## src/upc_defines.svh

```systemverilog
// Function
// - Port enable bit, resets to one
// - Base address from upper and lower bytes
// - Four-bit interrupt channel, resets to four
// - Bit seven selects multidrop mode
// - Parity position becomes address flag
// - Auto bit clear: software clears gate
// - Auto bit set: hardware clears on match
// - Direction pin high while transmitting
// - Polarity bit inverts direction pin
// - Sharing style bit, only when sharing
// - Sharing enable bit, resets to zero
// - Two-bit baud clock source select
// - Slave address pattern, resets to zero
// - Mask zero bits are given don't-care
// - Broadcast compares ORed pattern ones
// - Eight-bit slave address mask register
`ifndef UPC_DEFINES_SVH
`define UPC_DEFINES_SVH
`define UPC_OFS_ENABLE 8'h30
`define UPC_OFS_BASE_HI 8'h60
`define UPC_OFS_BASE_LO 8'h61
`define UPC_OFS_IRQ_SEL 8'h70
`define UPC_OFS_SHARE 8'hf0
`define UPC_OFS_CLK 8'hf2
`define UPC_OFS_SADDR 8'hf4
`define UPC_OFS_SADEN 8'hf5
`define UPC_OFS_GATE 8'hf8
`define UPC_RST_ENABLE 1'h1
`define UPC_RST_BASE_HI 8'h00
`define UPC_RST_BASE_LO 8'hf8
`define UPC_RST_IRQ 4'h4
`define UPC_RST_SADDR 8'h00
`define UPC_RST_SADEN 8'h00
`define UPC_BIT_MULTIDROP 7
`define UPC_BIT_AUTO 6
`define UPC_BIT_INV 5
`define UPC_BIT_RS485 4
`define UPC_BIT_STYLE 1
`define UPC_BIT_SHARE 0
`endif

```

## src/upc_pkg.sv

```systemverilog
package upc_pkg;
    typedef logic [7:0] upc_byte_t;
    typedef enum logic [1:0] {
        UPC_CLK_1M8432,
        UPC_CLK_18M432,
        UPC_CLK_24M,
        UPC_CLK_14M769
    } upc_clk_e;
endpackage : upc_pkg

```

## src/upc_config.sv

```systemverilog
// Strobed register access was chosen for this implementation.
`timescale 1ns/1ps
`include "upc_defines.svh"
module upc_config (
    input wire logic mclk,
    input wire logic arst_n,
    input wire upc_pkg::upc_byte_t reg_addr,
    input wire upc_pkg::upc_byte_t reg_wdata,
    input wire logic reg_wr,
    input wire logic reg_rd,
    output upc_pkg::upc_byte_t reg_rdata,
    input wire logic rx_char_valid,
    input wire upc_pkg::upc_byte_t rx_char_data,
    input wire logic rx_char_flag,
    input wire logic tx_busy,
    input wire logic rts_n_uart,
    output logic rx_accept,
    output logic rx_is_address,
    output logic rts_n_pin,
    output logic port_enable_bit,
    output logic [15:0] io_base_address,
    output logic [3:0] interrupt_channel_field,
    output logic interrupt_sharing_enable,
    output logic interrupt_sharing_style,
    output upc_pkg::upc_clk_e baud_clock_source,
    output logic multidrop_enable,
    output logic parity_as_address,
    output logic receive_gate_flag
);
    import upc_pkg::*;

    logic en_r;
    upc_byte_t base_hi_r;
    upc_byte_t base_lo_r;
    logic [3:0] irq_r;
    logic md_r;
    logic auto_r;
    logic inv_r;
    logic rs485_r;
    logic style_r;
    logic share_r;
    upc_clk_e clk_r;
    upc_byte_t saddr_r;
    upc_byte_t saden_r;
    logic gate_r;
    upc_byte_t rdata_r;
    logic match;
    logic rts_n_a_r;
    logic rts_n_b_r;

    function automatic logic wr_hit(input upc_byte_t a, input upc_byte_t ofs);
        wr_hit = (a == ofs);
    endfunction : wr_hit

    always_ff @(posedge mclk or negedge arst_n) begin
        if (!arst_n) begin
            en_r <= `UPC_RST_ENABLE;
        end else if (reg_wr && wr_hit(reg_addr, `UPC_OFS_ENABLE)) begin
            en_r <= reg_wdata[0];
        end
    end

    always_ff @(posedge mclk or negedge arst_n) begin
        if (!arst_n) begin
            base_hi_r <= `UPC_RST_BASE_HI;
            base_lo_r <= `UPC_RST_BASE_LO;
        end else if (reg_wr) begin
            if (wr_hit(reg_addr, `UPC_OFS_BASE_HI)) begin
                base_hi_r <= reg_wdata;
            end else if (wr_hit(reg_addr, `UPC_OFS_BASE_LO)) begin
                base_lo_r <= reg_wdata;
            end
        end
    end

    always_ff @(posedge mclk or negedge arst_n) begin
        if (!arst_n) begin
            irq_r <= `UPC_RST_IRQ;
        end else if (reg_wr && wr_hit(reg_addr, `UPC_OFS_IRQ_SEL)) begin
            irq_r <= reg_wdata[3:0];
        end
    end

    always_ff @(posedge mclk or negedge arst_n) begin
        if (!arst_n) begin
            md_r <= 1'b0;
        end else if (reg_wr && wr_hit(reg_addr, `UPC_OFS_SHARE)) begin
            md_r <= reg_wdata[`UPC_BIT_MULTIDROP];
        end
    end

    always_ff @(posedge mclk or negedge arst_n) begin
        if (!arst_n) begin
            auto_r <= 1'b0;
        end else if (reg_wr && wr_hit(reg_addr, `UPC_OFS_SHARE)) begin
            auto_r <= reg_wdata[`UPC_BIT_AUTO];
        end
    end

    always_ff @(posedge mclk or negedge arst_n) begin
        if (!arst_n) begin
            inv_r <= 1'b0;
        end else if (reg_wr && wr_hit(reg_addr, `UPC_OFS_SHARE)) begin
            inv_r <= reg_wdata[`UPC_BIT_INV];
        end
    end

    always_ff @(posedge mclk or negedge arst_n) begin
        if (!arst_n) begin
            rs485_r <= 1'b0;
        end else if (reg_wr && wr_hit(reg_addr, `UPC_OFS_SHARE)) begin
            rs485_r <= reg_wdata[`UPC_BIT_RS485];
        end
    end

    always_ff @(posedge mclk or negedge arst_n) begin
        if (!arst_n) begin
            style_r <= 1'b0;
        end else if (reg_wr && wr_hit(reg_addr, `UPC_OFS_SHARE)) begin
            style_r <= reg_wdata[`UPC_BIT_STYLE];
        end
    end

    always_ff @(posedge mclk or negedge arst_n) begin
        if (!arst_n) begin
            share_r <= 1'b0;
        end else if (reg_wr && wr_hit(reg_addr, `UPC_OFS_SHARE)) begin
            share_r <= reg_wdata[`UPC_BIT_SHARE];
        end
    end

    always_ff @(posedge mclk or negedge arst_n) begin
        if (!arst_n) begin
            clk_r <= UPC_CLK_1M8432;
        end else if (reg_wr && wr_hit(reg_addr, `UPC_OFS_CLK)) begin
            clk_r <= upc_clk_e'(reg_wdata[1:0]);
        end
    end

    always_ff @(posedge mclk or negedge arst_n) begin
        if (!arst_n) begin
            saddr_r <= `UPC_RST_SADDR;
            saden_r <= `UPC_RST_SADEN;
        end else if (reg_wr) begin
            if (wr_hit(reg_addr, `UPC_OFS_SADDR)) begin
                saddr_r <= reg_wdata;
            end else if (wr_hit(reg_addr, `UPC_OFS_SADEN)) begin
                saden_r <= reg_wdata;
            end
        end
    end

    // Given: compare where mask is one; broadcast: compare where pattern|mask is one
    logic [7:0] given_hit;
    logic [7:0] bcast_hit;
    logic [7:0] bcast_ref;

    assign bcast_ref = saddr_r | saden_r;

    genvar gi;
    generate
        for (gi = 0; gi < 8; gi++) begin : g_match_bit
            assign given_hit[gi] = !saden_r[gi] || (rx_char_data[gi] == saddr_r[gi]);
            assign bcast_hit[gi] = !bcast_ref[gi] || rx_char_data[gi];
        end
    endgenerate

    always_comb begin
        match = (&given_hit) || (&bcast_hit);
    end

    // Gate flag: set by software write of one, cleared by software or by a hardware match
    always_ff @(posedge mclk or negedge arst_n) begin
        if (!arst_n) begin
            gate_r <= 1'b0;
        end else if (md_r && auto_r && rx_char_valid && rx_char_flag && match) begin
            gate_r <= 1'b0;
        end else if (reg_wr && wr_hit(reg_addr, `UPC_OFS_GATE)) begin
            gate_r <= reg_wdata[0];
        end
    end

    always_comb begin
        rx_is_address = md_r && rx_char_flag;
        rx_accept = rx_char_valid && en_r && !(md_r && gate_r && !rx_char_flag);
    end

    // RTS from the UART core is same clock; only registered here
    always_ff @(posedge mclk or negedge arst_n) begin
        if (!arst_n) begin
            rts_n_a_r <= 1'b1;
        end else begin
            rts_n_a_r <= rts_n_uart;
        end
    end

    always_ff @(posedge mclk or negedge arst_n) begin
        if (!arst_n) begin
            rts_n_b_r <= 1'b1;
        end else if (rs485_r) begin
            rts_n_b_r <= tx_busy ^ inv_r;
        end else begin
            rts_n_b_r <= rts_n_a_r;
        end
    end

    always_ff @(posedge mclk or negedge arst_n) begin
        if (!arst_n) begin
            rdata_r <= 8'h00;
        end else if (reg_rd) begin
            if (reg_addr == `UPC_OFS_ENABLE) begin
                rdata_r <= {7'h00, en_r};
            end else if (reg_addr == `UPC_OFS_BASE_HI) begin
                rdata_r <= base_hi_r;
            end else if (reg_addr == `UPC_OFS_BASE_LO) begin
                rdata_r <= base_lo_r;
            end else if (reg_addr == `UPC_OFS_IRQ_SEL) begin
                rdata_r <= {4'h0, irq_r};
            end else if (reg_addr == `UPC_OFS_SHARE) begin
                rdata_r <= {md_r, auto_r, inv_r, rs485_r, 2'h0, style_r, share_r};
            end else if (reg_addr == `UPC_OFS_CLK) begin
                rdata_r <= {6'h00, clk_r};
            end else if (reg_addr == `UPC_OFS_SADDR) begin
                rdata_r <= saddr_r;
            end else if (reg_addr == `UPC_OFS_SADEN) begin
                rdata_r <= saden_r;
            end else if (reg_addr == `UPC_OFS_GATE) begin
                rdata_r <= {7'h00, gate_r};
            end else begin
                rdata_r <= 8'h00;
            end
        end else begin
            rdata_r <= 8'h00;
        end
    end

    always_comb begin
        reg_rdata = rdata_r;
        rts_n_pin = rts_n_b_r;
        port_enable_bit = en_r;
        io_base_address = {base_hi_r, base_lo_r};
        interrupt_channel_field = irq_r;
        interrupt_sharing_enable = share_r;
        interrupt_sharing_style = style_r && share_r;
        baud_clock_source = clk_r;
        multidrop_enable = md_r;
        parity_as_address = md_r;
        receive_gate_flag = gate_r;
    end
endmodule : upc_config

```

## config.mk

```make
export PLATFORM = sky130hd
export DESIGN_NAME = upc_config
export DESIGN_NICKNAME = d
export VERILOG_FILES = /design/src/upc_pkg.sv /design/src/upc_config.sv
export VERILOG_INCLUDE_DIRS = /design/src
export SDC_FILE = /design/constraint.sdc
export NUM_CORES = 1
export LEC_CHECK = 0
export ABC_CLOCK_PERIOD_IN_PS = 1500
export BUFFER_PORTS_ARGS = -buffer_cell sky130_fd_sc_hd__buf_2
export CAP_MARGIN = 20
export CORE_UTILIZATION = 50
export DETAILED_ROUTE_END_ITERATION = 6
export HOLD_SLACK_MARGIN = 0.12
export PLACE_DENSITY = 0.76
export SLEW_MARGIN = 20
export SYNTH_ARGS = -nofsm -noshare
export SYNTH_HDL_FRONTEND = slang
export SYNTH_SLANG_ARGS = --single-unit
```

## constraint.sdc

```tcl
create_clock -name mclk -period 1.5 [get_ports mclk]
set_input_delay 0.15 -clock mclk [delete_from_list [all_inputs] [get_ports mclk]]
set_output_delay 0.15 -clock mclk [all_outputs]
set_load 0.02 [all_outputs]
```

* Word level (Yosys, flattened, before mapping)
Cells that the tools add are included.
** Storage, ports and cells
- Register bits after elaboration :: 56
- Logic and storage cells :: 108
** Operators by class
- Equality and inequality tests :: 17
- Multiplexer cells :: 13
- Bitwise gates (word level) :: 4
- Reductions and logical operators :: 57
** Operators with widths (count)
- $mux W8 :: 9
- $eq A8 B8 Y1 const B :: 5
- $eq A8 B7 Y1 const B :: 3
- $logic_not A1 Y1 :: 18
- $logic_or A1 B1 Y1 :: 17
- $reduce_and A8 Y1 :: 2
- $logic_and A1 B1 Y1 :: 15
- $eq A1 B1 Y1 :: 8
- $eq A8 B6 Y1 const B :: 1
- $or A8 B8 Y8 :: 1
- $reduce_and A3 Y1 :: 2
- $mux W1 :: 4
- $reduce_and A2 Y1 :: 2
- $not A1 Y1 :: 2
- $reduce_bool A2 Y1 :: 1
- $xor A1 B1 Y1 :: 1

* Logic depth before layout (Yosys ltp)
- Depth in word-level cells :: 11
- Gate-level depth with buffers :: 6
- Gate-level depth less buffers :: 5

* Least setup slack after synthesis
Ideal clock, no wire load.
- Path kind :: input to register
- Start :: input port reg_addr[0]
- End :: register rdata_r[1] (netlist: reg_rdata[1])
- Data arrival time :: 1.518 ns
- Required time :: 1.373 ns
- Slack :: -0.145 ns
- Cell stages on the path :: 6
- Buffers on the path :: 2
- Path through :: clkbuf_1 -> clkbuf_1 -> mux2_2 -> a221oi_1 -> o21ai_0 -> o2bb2ai_1
** On the way
- Cells in the longest elaborated chain, start to end :: 10
** RTL lines
- from (decl) :: RTL line upc_config.sv:7 : input wire upc_pkg::upc_byte_t reg_addr,
- $eq A8 B8 Y1 (no line)
- $mux W8 :: RTL line upc_config.sv:225 : end else if (reg_addr == `UPC_OFS_SADEN) begin
- $mux W8 :: RTL line upc_config.sv:223 : end else if (reg_addr == `UPC_OFS_SADDR) begin
- $mux W8 :: RTL line upc_config.sv:221 : end else if (reg_addr == `UPC_OFS_CLK) begin
- $mux W8 :: RTL line upc_config.sv:219 : end else if (reg_addr == `UPC_OFS_SHARE) begin
- $mux W8 :: RTL line upc_config.sv:217 : end else if (reg_addr == `UPC_OFS_IRQ_SEL) begin
- $mux W8 :: RTL line upc_config.sv:215 : end else if (reg_addr == `UPC_OFS_BASE_LO) begin
- $mux W8 :: RTL line upc_config.sv:213 : end else if (reg_addr == `UPC_OFS_BASE_HI) begin
- $mux W8 (*) :: RTL line upc_config.sv:211 : if (reg_addr == `UPC_OFS_ENABLE) begin
- $mux W8 (*) :: RTL line upc_config.sv:210 : end else if (reg_rd) begin
- to (signal assigned) :: RTL line upc_config.sv:212 : rdata_r <= {7'h00, en_r};
- to (signal assigned) :: RTL line upc_config.sv:214 : rdata_r <= base_hi_r;
- to (signal assigned) :: RTL line upc_config.sv:216 : rdata_r <= base_lo_r;
- to (decl) :: RTL line upc_config.sv:46 : upc_byte_t rdata_r;
Mark *: on every way between the ends. The rest lies on a longest branch, timed or not.
A chain may end at the register's enable or synchronous reset.

* Worst setup path in the final report
- Start :: register base_lo_r[0]
- End :: register rdata_r[0] (netlist: reg_rdata[0])
** On the way
- Cells in the longest elaborated chain, start to end :: 4
** RTL lines
- from (decl) :: RTL line upc_config.sv:34 : upc_byte_t base_lo_r;
- from (signal assigned) :: RTL line upc_config.sv:66 : base_lo_r <= `UPC_RST_BASE_LO;
- from (signal assigned) :: RTL line upc_config.sv:71 : base_lo_r <= reg_wdata;
- $mux W8 :: RTL line upc_config.sv:215
- $mux W8 :: RTL line upc_config.sv:213
- $mux W8 :: RTL line upc_config.sv:211
- $mux W8 :: RTL line upc_config.sv:210
Every way passes these cells.

==> flow_summary.yaml <==
setup_path:
  cp_max_fo: 2
  cp_data_arrival_time_ns: 1.64
  cpPeakStageDelay_ns: 0.40
  critPathTopFamily: "compound AO/OA/AOI/OAI gates"
  startpoint: "base_lo_r[0]$_DFFE_PN0P_"
  cp-end-kind: "flip-flop"
  cp-start-kind: "flip-flop"
  reg2reg_from: "base_lo_r[0]$_DFFE_PN0P_"
  crit_slowest_cell: "dfrtp_1"
  path_class: "flip-flop to flip-flop"
  cp_cell_sequence: "o21a_1 > a2111o_1 > a21boi_1 > o22ai_1 > a41oi_1"
  critPathBufInv: 0
  required_ns: 1.69
die:
  initial_core_util: 0.519
  rows: 27
  die_y_um: 77.8
  die_area_sq_mm: 0.00606
  die_x_um: 77.8
  ios: 71
  core-area_sq_mm: 0.00554
placed_design:
  place.gp.congestion: 0.900
  portBuffers: 70
  dp_hpwl_um: 5690
  dpl-instance-area_sq_mm: 0.00353
pwr:
  combPwrFrac: 0.150
  clockPowerShare: 0.323
  p_sw_uw: 816
  peakVddDrop_mv: 0.602
  swShare: 0.262
  power_uw: 3110
  leakage_uw: 0.00191
  power.density_mw_per_mm2: 841
  power_frac_seq: 0.527
  intPower_uw: 2300
synthesis:
  synth_edf_count: 0
  syn_area_sq_mm: 0.00288
  synthFlopType: "dfrtp_1"
  syn_area_per_cell_sq_um: 12.5
  netlist_instances: 230
  synthArstFlopShare: 1.00
  ys_seq_area_frac: 0.491
  yosysWarnings: 0
  synth-seq-cells: 56
  yosysUniqueCellTypes: 54
  syn_nets: 262
cts:
  clkTransAtPathRegs_ns: 0.10
  cts_buffer_depth: 2
  clock_latency_ns: 0.31
  cts_buffers: 5
  htree_levels: 2
  clock_sinks: 56
  root_buffer: "clkbuf_8"
  tritoncts: "done"
route:
  drt_iter0_markers: 147
  vias: 2338
  drc: 0
  routed_wl_um: 7540
  drt_first_pass_iters: 6
  detail-route-antenna-nets: 0
  wl_per_cell_um: 18.4
  via_per_inst: 5.70
timing:
  fin_skew_ns: 0.00900
  finalHoldViolCount: 0
  setup_viol: 0
  finalCritPeriodShare: 0.963
  max_clock_freq_mhz: 692
  rsz0062_at_grt: "no"
  fin_crit_ns: 1.44
  max-slew-margin-rel: 0.716
  slew_violations: 0
  worstMarginPinSlew_ns: 0.426
finish:
  stdcell_area_sq_mm: 0.00370
  layout_commonest_cell: "buf_2"
  mostFrequentLayoutCells: "70 x buf_2, 47 x dfrtp_1, 44 x mux2_2"
  antenna_cells: 0
  layout-drive-gt1-share: 0.536
  num-nets-final: 369
  area_growth_pct: 28.8
grt:
  grt_pass1_vias: 2409
  antenna_found_initial: 0
  grt_pass1_wl_um: 12200
  grt_usage: 0.269
  grt_overflow: 0
  grt_max_degree: 42
run_status:
  status: "finished, final reports clean"
min_path:
  hold_path_class: "input port to flip-flop"
  worstHoldStart: "reg_wdata[2]"
flow_run:
  maxCapViolCount: 0
[kinds of logic (layout without fill, tap and decap cells)]
kind of cell,Yosys count,after routing,share of synthesized area
xor+xnor,9,9,0.0274
compound gates,43,43,0.106
mux,53,53,0.218
buf+inv,10,118,0.0213
flops,56,56,0.491
simple gates,59,59,0.136
[sequential cells by signal (all words and copies together), names as in the netlist]
register                  cells
rs485_r                       1
saddr_r                       8
rts_n_a_r                     1
saden_r                       8
rts_n_pin                     1
base_hi_r                     8
style_r                       1
auto_r                        1
port_enable_bit               1
baud_clock_source             2
interrupt_sharing_enable      1
base_lo_r                     8
inv_r                         1
interrupt_channel_field       4
receive_gate_flag             1
reg_rdata                     8
multidrop_enable              1
[cell usage after synthesis (2+ instances only)]
library cell   n  share of area
and3_1         2         0.0044
mux2_4         8          0.042
and2_1         3         0.0065
nor3_1         3         0.0052
nand4_1        2         0.0044
buf_2          2         0.0035
nand2b_1       2         0.0044
a22oi_1        5          0.013
clkbuf_1       3         0.0039
a21oi_1        8          0.014
xor2_1         8          0.024
mux2_2        44           0.17
nor2_1        14          0.018
nor4_4         2          0.015
o21ai_0        6          0.010
nand2_1       15          0.020
a41oi_1        2         0.0061
a2bb2oi_1      2         0.0061
and4_1         2         0.0061
dfstp_2        9          0.082
dfrtp_1       47           0.41
o22ai_1        5          0.011
inv_1          2         0.0026
nand3_1        2         0.0035
a222oi_1       3          0.010
[stage by stage]
step	setup slack, ns	TNS [ns]	utilization	hold slack [ns]	instances
finish	0.0556	0	0.668	0.137	410
floorplan	-0.102	-0.956	-	-0.146	230
CTS	0.0309	0	0.665	0.139	409
detailed placement	-0.242	-7.89	0.637	0.0909	396
global placement	-0.207	-6.76	0.637	0.0895	396
global route	0.0142	0	0.668	0.142	410
[worst reg2reg max path: cells and delay by family, from the launching register on]
kind            cells  cell delay [ns]
compound gates      5             0.92
flops               1             0.40
[cell type report]
cell class	count	area (sq um)
Inverter	2	7.51
Sequential cell	56	1410
Tap cell	72	90.1
Timing Repair Buffer	108	673
Fill cell	449	1840
Clock inverter	1	30.0
Multi-Input combinational cell	164	1410
Clock buffer	7	76.3
[power groups by stage]
stage,Combinational [uW],Sequential (uW),Clock (uW)
after floorplan,177,1700,0
after global placement,438,1670,0
after detailed placement,450,1670,0
after CTS,461,1640,1010
after global routing,504,1650,1080
final,466,1640,1010
[routing by layer]
metal  routed length, um  track usage  up-vias
met3                 364       0.0400       15
met4                 176        0.102        0
li1                    -            -     1072
met2                3700        0.450       86
met5                   0            0        -
met1                3310        0.351     1165
[path summary, 6_finish.rpt]
kind	endpoint	slack, ns	cells past startpoint
min in group asynchronous	baud_clock_source[1]$_DFFE_PN0P_	0.27	2
setup reg to reg	reg_rdata[0]$_DFF_PN0_	0.06	5
hold / removal	base_hi_r[2]$_DFFE_PN0P_	0.14	2
max in group asynchronous	rts_n_a_r$_DFF_PN1_	0.61	3
setup / recovery	reg_rdata[0]$_DFF_PN0_	0.06	5
hold reg to reg	rts_n_pin$_DFF_PN1_	0.49	2
[timing repair]
action,4_1_cts,5_1_grt
gates resized for setup,0,3
endpoints found under the setup margin,1,3
endpoints found under the hold margin,28,0
pin swaps,3,1
buffers inserted,0,1
hold buffers,5,0
No activity file was read; power rests on OpenSTA's default activity.
